## config.mk

```make
export PLATFORM = sky130hd
export DESIGN_NAME = iwb_top
export DESIGN_NICKNAME = d
export VERILOG_FILES = /design/src/design/iwb_pkg.sv /design/src/design/iwb_bit_if.sv /design/src/design/iwb_top.sv /design/src/design/iwb_line_drv.sv
export SDC_FILE = /design/constraint.sdc
export NUM_CORES = 1
export LEC_CHECK = 0
export BUFFER_PORTS_ARGS = -buffer_cell sky130_fd_sc_hd__buf_2
export CAP_MARGIN = 10
export CORE_ASPECT_RATIO = 1.1
export CORE_UTILIZATION = 25
export CTS_CLUSTER_SIZE = 40
export DETAILED_ROUTE_END_ITERATION = 8
export GPL_ROUTABILITY_DRIVEN = 1
export PLACE_DENSITY_LB_ADDON = 0.05
export SYNTH_ARGS = -nofsm -noshare
export SYNTH_HDL_FRONTEND = slang
export SYNTH_SLANG_ARGS = --single-unit
export TNS_END_PERCENT = 50
```

## constraint.sdc

```tcl
create_clock -name i_ref_clk -period 2.75 [get_ports i_ref_clk]
set_clock_uncertainty 0.05 [all_clocks]
set_input_delay 0 -clock i_ref_clk [delete_from_list [all_inputs] [get_ports i_ref_clk]]
set_output_delay 0 -clock i_ref_clk [all_outputs]
set_load 0.02 [all_outputs]
```

## src/design/iwb_pkg.sv

```systemverilog
// Purpose: Shared constants and types for the two-wire master byte engine
// Assumes: 50 MHz system clock, 8-bit special function register port
// Notes: Register addresses are the byte addresses of the SFR space
package iwb_pkg;
   // Register addresses
   localparam logic [15:0] ADDR_TARGET = 16'hFF80;
   localparam logic [15:0] ADDR_TX_FIRST = 16'hFF81;
   localparam logic [15:0] ADDR_TX_SECOND = 16'hFF82;
   localparam logic [15:0] ADDR_RX_FIRST = 16'hFF83;
   localparam logic [15:0] ADDR_RX_SECOND = 16'hFF84;
   localparam logic [15:0] ADDR_CTRL = 16'hFF85;
   localparam logic [15:0] ADDR_IRQ6 = 16'hFF95;
   // Reset values
   localparam logic [7:0] RST_BYTE = 8'h00;
   // Field positions
   localparam int BIT_DIR = 0;
   localparam int BIT_LEN = 0;
   localparam int BIT_GO = 1;
   localparam int BIT_ACK_ERR = 2;
   localparam int BIT_IRQ_FLAG = 2;
   localparam int BIT_IRQ_EN = 3;
   // Timing
   localparam int CLK_HZ = 50_000_000;
   localparam int SCL_HZ = 400_000;
   // Quarter period of SCL in system clocks, rounded down so the rate never drops below spec
   localparam int QTR_CYC = CLK_HZ / (SCL_HZ * 4);
   localparam logic [7:0] QTR_LAST = 8'(QTR_CYC - 1);
   localparam logic [3:0] BITS_LAST = 4'h8;
   // Bit-level commands to the line driver
   typedef enum logic [2:0] {
      IWB_CMD_START = 3'h0,
      IWB_CMD_WRITE = 3'h1,
      IWB_CMD_READ = 3'h2,
      IWB_CMD_STOP = 3'h3
   } iwb_cmd_e;
   // Frame sequencer states, Gray coded from IDLE to DONE along the two byte path
   typedef enum logic [2:0] {
      IWB_ST_IDLE = 3'h0,
      IWB_ST_START = 3'h1,
      IWB_ST_ADDR = 3'h3,
      IWB_ST_DATA1 = 3'h2,
      IWB_ST_DATA2 = 3'h6,
      IWB_ST_STOP = 3'h7,
      IWB_ST_DONE = 3'h5
   } iwb_state_e;
endpackage

```

## src/design/iwb_bit_if.sv

```systemverilog
// Purpose: Carrier between the frame sequencer and the line driver
// Assumes: One clock domain
// Notes: cmd_valid is held for the whole frame, until cmd_done pulses for the stop
`timescale 1ns/100ps
interface iwb_bit_if;
   import iwb_pkg::*;
   logic cmd_valid;
   iwb_cmd_e cmd;
   logic [7:0] tx_byte;
   logic tx_ack_bit;
   logic cmd_done;
   logic [7:0] rx_byte;
   logic rx_ack_bit;
   modport seq (output cmd_valid, cmd, tx_byte, tx_ack_bit, input cmd_done, rx_byte, rx_ack_bit);
   modport drv (input cmd_valid, cmd, tx_byte, tx_ack_bit, output cmd_done, rx_byte, rx_ack_bit);
endinterface

```

## src/design/iwb_top.sv

```systemverilog
// Purpose: Register driven two-wire master that runs one short frame at a time
// Assumes: SFR port is synchronous; pins are open drain, resolved outside
// Notes: Completion interrupt feeds external interrupt input 6
`timescale 1ns/100ps
module iwb_top (
   // Clock and reset
   input wire logic i_ref_clk,
   input wire logic i_arst_n,
   input wire logic i_ce,
   // Special function register port
   input wire logic [15:0] i_sfr_addr,
   input wire logic i_sfr_wr,
   input wire logic [7:0] i_sfr_wdata,
   output logic [7:0] o_sfr_rdata,
   // Interrupt toward external input 6
   output logic o_ext_irq6,
   // Two-wire pins
   input wire logic i_scl,
   input wire logic i_sda,
   output logic o_scl,
   output logic o_scl_oe_n,
   output logic o_sda,
   output logic o_sda_oe_n
);
   import iwb_pkg::*;

   ////////////////////////////////////////////////////////////////////////////
   // Reset release through two flops
   logic rst_s1_reg, rst_n;
   always_ff @(posedge i_ref_clk or negedge i_arst_n) begin
      if (!i_arst_n) begin
         rst_s1_reg <= 1'b0;
         rst_n <= 1'b0;
      end else begin
         rst_s1_reg <= 1'b1;
         rst_n <= rst_s1_reg;
      end
   end

   iwb_bit_if bit_if ();

   // Open drain: only ever drive low, SCL input is not used (no stretching)
   assign o_scl = 1'b0;
   assign o_sda = 1'b0;

   iwb_line_drv u_drv (
      .i_clk(i_ref_clk),
      .i_rst_n(rst_n),
      .i_ce(i_ce),
      .bus(bit_if.drv),
      .i_sda(i_sda),
      .o_scl_oe_n(o_scl_oe_n),
      .o_sda_oe_n(o_sda_oe_n)
   );

   ////////////////////////////////////////////////////////////////////////////
   // Register and sequencer state
   logic [7:0] target_address_reg, target_address_next;
   logic [7:0] tx_first_byte_reg, tx_first_byte_next;
   logic [7:0] tx_second_byte_reg, tx_second_byte_next;
   logic [7:0] rx_first_byte_reg, rx_first_byte_next;
   logic [7:0] rx_second_byte_reg, rx_second_byte_next;
   logic two_byte_select_reg, two_byte_select_next;
   logic transfer_go_busy_reg, transfer_go_busy_next;
   logic ack_error_flag_reg, ack_error_flag_next;
   logic twowire_irq_enable_reg, twowire_irq_enable_next;
   logic twowire_irq_flag_reg, twowire_irq_flag_next;
   iwb_state_e state_reg, state_next;
   logic cmd_valid_reg, cmd_valid_next;
   iwb_cmd_e cmd_reg, cmd_next;
   logic [7:0] tx_byte_reg, tx_byte_next;
   logic ack_bit_reg, ack_bit_next;
   logic [7:0] rdata_reg, rdata_next;
   logic go_wr;
   logic is_read;

   // One address compare used by every register write
   function automatic logic hit(input logic [15:0] a);
      return i_sfr_wr && (i_sfr_addr == a);
   endfunction

   // Start request only counts while idle; software must not write while busy
   assign go_wr = hit(ADDR_CTRL) && i_sfr_wdata[BIT_GO] && !transfer_go_busy_reg;
   assign is_read = target_address_reg[BIT_DIR];

   ////////////////////////////////////////////////////////////////////////////
   // Next state: register writes and frame sequencing
   always_comb begin
      target_address_next = target_address_reg;
      tx_first_byte_next = tx_first_byte_reg;
      tx_second_byte_next = tx_second_byte_reg;
      rx_first_byte_next = rx_first_byte_reg;
      rx_second_byte_next = rx_second_byte_reg;
      two_byte_select_next = two_byte_select_reg;
      transfer_go_busy_next = transfer_go_busy_reg;
      ack_error_flag_next = ack_error_flag_reg;
      twowire_irq_enable_next = twowire_irq_enable_reg;
      twowire_irq_flag_next = twowire_irq_flag_reg;
      state_next = state_reg;
      cmd_valid_next = cmd_valid_reg;
      cmd_next = cmd_reg;
      tx_byte_next = tx_byte_reg;
      ack_bit_next = ack_bit_reg;
      // Data registers are locked while busy so the frame sees stable values
      if (!transfer_go_busy_reg) begin
         if (hit(ADDR_TARGET)) target_address_next = i_sfr_wdata;
         if (hit(ADDR_TX_FIRST)) tx_first_byte_next = i_sfr_wdata;
         if (hit(ADDR_TX_SECOND)) tx_second_byte_next = i_sfr_wdata;
         if (hit(ADDR_CTRL)) two_byte_select_next = i_sfr_wdata[BIT_LEN];
      end
      if (hit(ADDR_IRQ6)) begin
         twowire_irq_enable_next = i_sfr_wdata[BIT_IRQ_EN];
         // Flag is cleared by writing zero; a completion event in the same cycle wins
         if (!i_sfr_wdata[BIT_IRQ_FLAG]) twowire_irq_flag_next = 1'b0;
      end
      case (state_reg)
         IWB_ST_IDLE: begin
            if (go_wr) begin
               transfer_go_busy_next = 1'b1;
               ack_error_flag_next = 1'b0;
               twowire_irq_flag_next = 1'b0;
               cmd_valid_next = 1'b1;
               cmd_next = IWB_CMD_START;
               state_next = IWB_ST_START;
            end
         end
         IWB_ST_START: begin
            if (bit_if.cmd_done) begin
               cmd_next = IWB_CMD_WRITE;
               tx_byte_next = target_address_reg;
               state_next = IWB_ST_ADDR;
            end
         end
         IWB_ST_ADDR: begin
            if (bit_if.cmd_done) begin
               if (bit_if.rx_ack_bit) begin
                  ack_error_flag_next = 1'b1;
                  cmd_next = IWB_CMD_STOP;
                  state_next = IWB_ST_STOP;
               end else begin
                  cmd_next = is_read ? IWB_CMD_READ : IWB_CMD_WRITE;
                  tx_byte_next = tx_first_byte_reg;
                  // Master nacks the last read byte
                  ack_bit_next = !two_byte_select_reg;
                  state_next = IWB_ST_DATA1;
               end
            end
         end
         IWB_ST_DATA1: begin
            if (bit_if.cmd_done) begin
               if (is_read) rx_first_byte_next = bit_if.rx_byte;
               if (!is_read && bit_if.rx_ack_bit) ack_error_flag_next = 1'b1;
               if (two_byte_select_reg && !(!is_read && bit_if.rx_ack_bit)) begin
                  tx_byte_next = tx_second_byte_reg;
                  ack_bit_next = 1'b1;
                  state_next = IWB_ST_DATA2;
               end else begin
                  cmd_next = IWB_CMD_STOP;
                  state_next = IWB_ST_STOP;
               end
            end
         end
         IWB_ST_DATA2: begin
            if (bit_if.cmd_done) begin
               if (is_read) rx_second_byte_next = bit_if.rx_byte;
               if (!is_read && bit_if.rx_ack_bit) ack_error_flag_next = 1'b1;
               cmd_next = IWB_CMD_STOP;
               state_next = IWB_ST_STOP;
            end
         end
         IWB_ST_STOP: begin
            if (bit_if.cmd_done) begin
               cmd_valid_next = 1'b0;
               state_next = IWB_ST_DONE;
            end
         end
         IWB_ST_DONE: begin
            transfer_go_busy_next = 1'b0;
            twowire_irq_flag_next = 1'b1;
            state_next = IWB_ST_IDLE;
         end
         default: state_next = IWB_ST_IDLE;
      endcase
   end

   always_ff @(posedge i_ref_clk or negedge rst_n) begin
      if (!rst_n) begin
         target_address_reg <= RST_BYTE;
         tx_first_byte_reg <= RST_BYTE;
         tx_second_byte_reg <= RST_BYTE;
         rx_first_byte_reg <= RST_BYTE;
         rx_second_byte_reg <= RST_BYTE;
         two_byte_select_reg <= 1'b0;
         transfer_go_busy_reg <= 1'b0;
         ack_error_flag_reg <= 1'b0;
         twowire_irq_enable_reg <= 1'b0;
         twowire_irq_flag_reg <= 1'b0;
         state_reg <= IWB_ST_IDLE;
         cmd_valid_reg <= 1'b0;
         cmd_reg <= IWB_CMD_START;
         tx_byte_reg <= RST_BYTE;
         ack_bit_reg <= 1'b1;
         rdata_reg <= RST_BYTE;
      end else if (i_ce) begin
         target_address_reg <= target_address_next;
         tx_first_byte_reg <= tx_first_byte_next;
         tx_second_byte_reg <= tx_second_byte_next;
         rx_first_byte_reg <= rx_first_byte_next;
         rx_second_byte_reg <= rx_second_byte_next;
         two_byte_select_reg <= two_byte_select_next;
         transfer_go_busy_reg <= transfer_go_busy_next;
         ack_error_flag_reg <= ack_error_flag_next;
         twowire_irq_enable_reg <= twowire_irq_enable_next;
         twowire_irq_flag_reg <= twowire_irq_flag_next;
         state_reg <= state_next;
         cmd_valid_reg <= cmd_valid_next;
         cmd_reg <= cmd_next;
         tx_byte_reg <= tx_byte_next;
         ack_bit_reg <= ack_bit_next;
         rdata_reg <= rdata_next;
      end
   end

   assign bit_if.cmd_valid = cmd_valid_reg;
   assign bit_if.cmd = cmd_reg;
   assign bit_if.tx_byte = tx_byte_reg;
   assign bit_if.tx_ack_bit = ack_bit_reg;

   ////////////////////////////////////////////////////////////////////////////
   // Read mux, registered; unmapped addresses read zero
   always_comb begin
      rdata_next = RST_BYTE;
      case (i_sfr_addr)
         ADDR_TARGET: rdata_next = target_address_reg;
         ADDR_TX_FIRST: rdata_next = tx_first_byte_reg;
         ADDR_TX_SECOND: rdata_next = tx_second_byte_reg;
         ADDR_RX_FIRST: rdata_next = rx_first_byte_reg;
         ADDR_RX_SECOND: rdata_next = rx_second_byte_reg;
         ADDR_CTRL: begin
            rdata_next[BIT_LEN] = two_byte_select_reg;
            rdata_next[BIT_GO] = transfer_go_busy_reg;
            rdata_next[BIT_ACK_ERR] = ack_error_flag_reg;
         end
         ADDR_IRQ6: begin
            rdata_next[BIT_IRQ_EN] = twowire_irq_enable_reg;
            rdata_next[BIT_IRQ_FLAG] = twowire_irq_flag_reg;
         end
         default: rdata_next = RST_BYTE;
      endcase
   end

   assign o_sfr_rdata = rdata_reg;
   // Interrupt line is the gated flag, a level until restart or clear
   assign o_ext_irq6 = twowire_irq_flag_reg & twowire_irq_enable_reg;

   ////////////////////////////////////////////////////////////////////////////
   // Assertions
   a_start_sets_busy: assert property (@(posedge i_ref_clk) disable iff (!rst_n)
      i_ce && go_wr |=> transfer_go_busy_reg && !twowire_irq_flag_reg)
      else $error("start did not set busy");
   a_start_clears_err: assert property (@(posedge i_ref_clk) disable iff (!rst_n)
      i_ce && go_wr |=> !ack_error_flag_reg)
      else $error("error bit not cleared by start");
   a_done_raises_irq: assert property (@(posedge i_ref_clk) disable iff (!rst_n)
      i_ce && state_reg == IWB_ST_DONE |=> twowire_irq_flag_reg && !transfer_go_busy_reg)
      else $error("completion did not flag");
   // Masking must silence the line at once, even with the flag still pending
   a_irq_gated_enable: assert property (@(posedge i_ref_clk) disable iff (!rst_n)
      i_ce && i_sfr_wr && i_sfr_addr == ADDR_IRQ6 && !i_sfr_wdata[BIT_IRQ_EN]
      |=> !o_ext_irq6)
      else $error("interrupt without enable");
   a_busy_until_idle: assert property (@(posedge i_ref_clk) disable iff (!rst_n)
      state_reg != IWB_ST_IDLE |-> transfer_go_busy_reg)
      else $error("busy dropped mid frame");
   a_addr_nack_stop: assert property (@(posedge i_ref_clk) disable iff (!rst_n)
      i_ce && state_reg == IWB_ST_ADDR && bit_if.cmd_done && bit_if.rx_ack_bit
      |=> state_reg == IWB_ST_STOP && ack_error_flag_reg)
      else $error("address nack not handled");
   a_addr_byte_sent: assert property (@(posedge i_ref_clk) disable iff (!rst_n)
      state_reg == IWB_ST_ADDR |-> tx_byte_reg == target_address_reg)
      else $error("address byte mismatch");
   a_last_read_nack: assert property (@(posedge i_ref_clk) disable iff (!rst_n)
      state_reg == IWB_ST_DATA2 || (state_reg == IWB_ST_DATA1 && !two_byte_select_reg)
      |-> ack_bit_reg)
      else $error("last read byte acked");
   a_two_byte_path: assert property (@(posedge i_ref_clk) disable iff (!rst_n)
      state_reg == IWB_ST_DATA2 |-> two_byte_select_reg && tx_byte_reg == tx_second_byte_reg)
      else $error("second byte path wrong");
   c_write_done: cover property (@(posedge i_ref_clk) state_reg == IWB_ST_DONE && !is_read);
   c_read_two: cover property (@(posedge i_ref_clk)
      state_reg == IWB_ST_DATA2 && is_read ##1 state_reg == IWB_ST_DATA2);
   c_addr_nack: cover property (@(posedge i_ref_clk) ack_error_flag_reg && o_ext_irq6);
endmodule

```

## src/design/iwb_line_drv.sv

```systemverilog
// Purpose: Drives SCL and SDA for one start, byte with acknowledge, or stop
// Assumes: Open-drain pins; output enable low means pulling the line low
// Notes: Each bit is four quarter periods; no clock stretching support
`timescale 1ns/100ps
module iwb_line_drv (
   // Clock and reset
   input wire logic i_clk,
   input wire logic i_rst_n,
   input wire logic i_ce,
   // Sequencer side
   iwb_bit_if.drv bus,
   // Pins
   input wire logic i_sda,
   output logic o_scl_oe_n,
   output logic o_sda_oe_n
);
   import iwb_pkg::*;

   logic [7:0] qtr_reg, qtr_next;
   logic [1:0] phase_reg, phase_next;
   logic [3:0] bit_reg, bit_next;
   logic [8:0] sh_reg, sh_next;
   logic busy_reg, busy_next;
   logic scl_reg, scl_next;
   logic sda_reg, sda_next;
   logic done;

   ////////////////////////////////////////////////////////////////////////////
   // Bit timing: a quarter counter steps a four phase bit cell
   always_comb begin
      qtr_next = qtr_reg;
      phase_next = phase_reg;
      bit_next = bit_reg;
      sh_next = sh_reg;
      busy_next = busy_reg;
      scl_next = scl_reg;
      sda_next = sda_reg;
      done = 1'b0;
      if (!busy_reg) begin
         if (bus.cmd_valid) begin
            busy_next = 1'b1;
            qtr_next = '0;
            phase_next = '0;
            bit_next = '0;
            // Read shifts out all ones so the slave owns SDA, then our ack bit
            sh_next = (bus.cmd == IWB_CMD_READ) ? {8'hFF, bus.tx_ack_bit}
                                                : {bus.tx_byte, 1'b1};
         end
      end else if (qtr_reg != QTR_LAST) begin
         qtr_next = qtr_reg + 8'h01;
      end else begin
         qtr_next = '0;
         phase_next = phase_reg + 2'h1;
         case (bus.cmd)
            IWB_CMD_START: begin
               // SDA falls while SCL is high, then SCL falls
               case (phase_reg)
                  2'h0: begin
                     sda_next = 1'b1;
                     scl_next = 1'b1;
                  end
                  2'h1: sda_next = 1'b0;
                  2'h2: scl_next = 1'b0;
                  default: begin
                     busy_next = 1'b0;
                     done = 1'b1;
                  end
               endcase
            end
            IWB_CMD_STOP: begin
               // SDA rises while SCL is high
               case (phase_reg)
                  2'h0: sda_next = 1'b0;
                  2'h1: scl_next = 1'b1;
                  2'h2: sda_next = 1'b1;
                  default: begin
                     busy_next = 1'b0;
                     done = 1'b1;
                  end
               endcase
            end
            default: begin
               // Data and ack cells; sample SDA in the middle of SCL high
               case (phase_reg)
                  2'h0: sda_next = sh_reg[8];
                  2'h1: scl_next = 1'b1;
                  2'h2: sh_next = {sh_reg[7:0], i_sda};
                  default: begin
                     scl_next = 1'b0;
                     bit_next = bit_reg + 4'h1;
                     if (bit_reg == BITS_LAST) begin
                        busy_next = 1'b0;
                        done = 1'b1;
                     end
                  end
               endcase
            end
         endcase
      end
   end

   always_ff @(posedge i_clk or negedge i_rst_n) begin
      if (!i_rst_n) begin
         qtr_reg <= '0;
         phase_reg <= '0;
         bit_reg <= '0;
         sh_reg <= '0;
         busy_reg <= 1'b0;
         scl_reg <= 1'b1;
         sda_reg <= 1'b1;
      end else if (i_ce) begin
         qtr_reg <= qtr_next;
         phase_reg <= phase_next;
         bit_reg <= bit_next;
         sh_reg <= sh_next;
         busy_reg <= busy_next;
         scl_reg <= scl_next;
         sda_reg <= sda_next;
      end
   end

   ////////////////////////////////////////////////////////////////////////////
   // Outputs; the received byte sits in bits 8:1 after the ack is sampled
   assign bus.cmd_done = done & i_ce;
   assign bus.rx_byte = sh_reg[8:1];
   assign bus.rx_ack_bit = sh_reg[0];
   assign o_scl_oe_n = scl_reg;
   assign o_sda_oe_n = sda_reg;

   a_scl_stable_start: assert property (@(posedge i_clk) disable iff (!i_rst_n)
      $fell(sda_reg) && busy_reg |-> scl_reg || bus.cmd != IWB_CMD_START)
      else $error("start edge without SCL high");
endmodule

```

==> results.cfg <==
[finish]
finalInstanceArea_um2 = 6058
antennaDiodeCount = 0
fill_cells = 2094
largest_register_ffs = 9
fin_nets = 573
drive_gt1_share_pct = 29.80
area_growth_pct = 19.14

[synthesis]
synthCells = 474
netlist.area_leader.share_pct = 45.77
ys.flop_type = dfrtp_1
yosys.area.top_type = dfrtp_1
syn_area_per_cell_um2 = 10.73
synth.distinct_cells = 60
synth_area_leaders = dfrtp_1, mux2_2, nand2_1
seq_area_frac_synth_pct = 47.32
synth_area_um2 = 5085
async_reset_ff_share_pct = 100.0
synth-edff-count = 0
ys_top_cells_by_count = dfrtp_1, mux2_2, nand2_1
synthMostInstantiatedCell = dfrtp_1
yosysWarningCount = 0
yosys_register_bits = 96

[worst_setup_path]
cp_slowest_stage_delay_ns = 0.61
worst_setup_path_start_kind = flip-flop
worst_ep_required_time_ns = 2.94
path_max_fanout = 8
worst_path_max_delay_cell = or3_1
arrival_ns = 2.70
critPathKind = flip-flop to flip-flop
worstPathCellList = inv_1 > ha_1 > nor4b_4 > and4_1 > nand2_4 > or3_1 > mux2_4
end_kind = flip-flop

[cts]
numCtsBuffers = 9
path_clk_slew_ns = 0.08
clkSinkCount = 96
ctsRootBufferMaster = clkbuf_16
cts_tree = done
cts_hold_buf = 13
ctsLongestPathBuffers = 2
worstSkewPairLatency_ns = 0.35
cts_resized = 0
htree_levels = 3
cts_setup_buffers = 0

[sta]
setup_viol = 0
hold_viol = 0
drv_slew = 0
fin_crit_ns = 2.512
setup_slack_ns = 0.2376
rsz0062_at_grt = no
fmax_ghz = 0.3980
max_slew_margin_pct = 63.03
worstMarginPinSlew_ns = 0.5546
fin_crit_sh_pct = 91.36
tns_ns = 0

[placement]
port_buffers = 39
dpl.hpwl_um = 9823
placed_cell_area_um2 = 5635
post-place-ws_ns = 0.2322
gp_congestion = 0.7056

[power]
power_density_nw_per_um2 = 575.2
irDropWorstVdd_v = 0.0002620
totalPowerFinal_mw = 3.485
leakage_nw = 2.793

[detailed_routing]
wl_per_cell_um = 17.69
drc = 0
first_pass_iters = 5
vias_per_cell = 4.711
drtIter0Drc = 145
postRouteAntennaNets = 0
num_vias = 3717
drt-total-wl_um = 13960

[floorplan]
die_area_um2 = 20910
die_w_um = 138.0
pin_count = 43
row_count = 54
core-area_um2 = 19860
die_h_um = 151.6
start_util_pct = 25.60

[global_route]
grt_pass1_vias = 3651
grt_first_pass_wirelength_um = 21850
grt_max_degree = 63
use_met2_pct = 21.93
use_met1_pct = 20.23
grt_overflow = 0
antenna_found_initial = 0
track_usage_pct = 14.23
grt_use_met3_pct = 2.661
busiest_layer = met2

[run]
cap_violations = 0

[outcome]
status = finished, final reports clean

[min_path]
hold_class = input port to flip-flop
logic make-up (layout without fill, tap and decap cells):
kind of cell,Yosys count,count (layout),share of synthesized area [%]
compound gates,90,90,11.27
xor+xnor,4,4,0.6889
fa+ha+maj,11,11,2.707
buf+inv,38,100,3.223
flops,96,96,47.32
mux,82,82,19.22
other cells,2,3,0.1477
simple gates,151,151,15.43
metrics by stage:
stage / hold WS (ns) / util [%] / std cells
6_report: 0.07464 / 30.50 / 789
5_1_grt: 0.07252 / 30.50 / 789
4_1_cts: 0.06151 / 30.50 / 789
3_5_place_dp: -0.2636 / 28.37 / 760
3_3_place_gp: -0.2650 / 28.37 / 760
2_1_floorplan: -0.3456 / - / 475
power breakdown:
group	total (mW)	leakage, nW	switching (mW)	internal, mW
combinational	0.521	1.39	0.289	0.232
clock	1.28	0.142	0.642	0.643
sequential	1.68	1.26	0.157	1.52
total	3.48	2.79	1.09	2.40
worst max-delay path, delay by kind of cell, from the launching register on:
| family | cells | cell delay, ns |
|---|---|---|
| DFF | 1 | 0.46 |
| muxes | 1 | 0.38 |
| and+or+nand+nor | 4 | 1.28 |
| adders and majority gates | 1 | 0.14 |
| buffers and inverters | 1 | 0.09 |
area by class of cell:
type	count	area, µm²	area share, %
repair buffers	69	465.4	7.683
multi-input cells	341	2519	41.57
clock inverters	7	67.56	1.115
inverters	15	56.30	0.9294
flip-flops and latches	96	2410	39.78
well taps	252	315.3	5.204
clock buffers	9	225.2	3.717
worst paths after layout:
check                                  from                     to  slack [ns]  cells after the start
setup / recovery           u_drv.qtr_reg[0]   rx_first_byte_reg[6]        0.24                      7
setup reg to reg           u_drv.qtr_reg[0]   rx_first_byte_reg[6]        0.24                      7
hold reg to reg                       rst_n  target_address_reg[7]        0.24                      0
min in group asynchronous             rst_n  target_address_reg[7]        0.24                      0
hold / removal                i_sfr_addr[1]         o_sfr_rdata[4]        0.07                      3
max in group asynchronous             rst_n            ack_bit_reg        1.66                      1
layout by cell type, fill, tap and decap left out, drive strengths merged, types with 2 or more instances in the layout:
master and instances:
a211oi 2, a21boi 2, a21oi 17, a222oi 2, a22oi 5, a31oi 10, and2 4, and4 3
buf 56, clkbuf 9, conb 3, dfrtp 93, dfstp 3, dlygate4sd3 13, ha 11, inv 20
mux2 71, mux2i 8, mux4 3, nand2 46, nand2b 7, nand3 15, nand3b 3, nand4 9
nor2 39, nor2b 5, nor3 8, nor4 2, nor4b 2, o211ai 2, o21ai 33, o22a 2
o2bb2ai 2, o31a 2, o41ai 2, or3 4, xor2 4
metal layers:
layer  share of wire [%]  vias up
li1                    -     1812
met1                  50     1863
met2                  47       35
met3                 2.1        7
met4                0.84        0
met5                   0        -
Power figures use the tool's default switching activity.
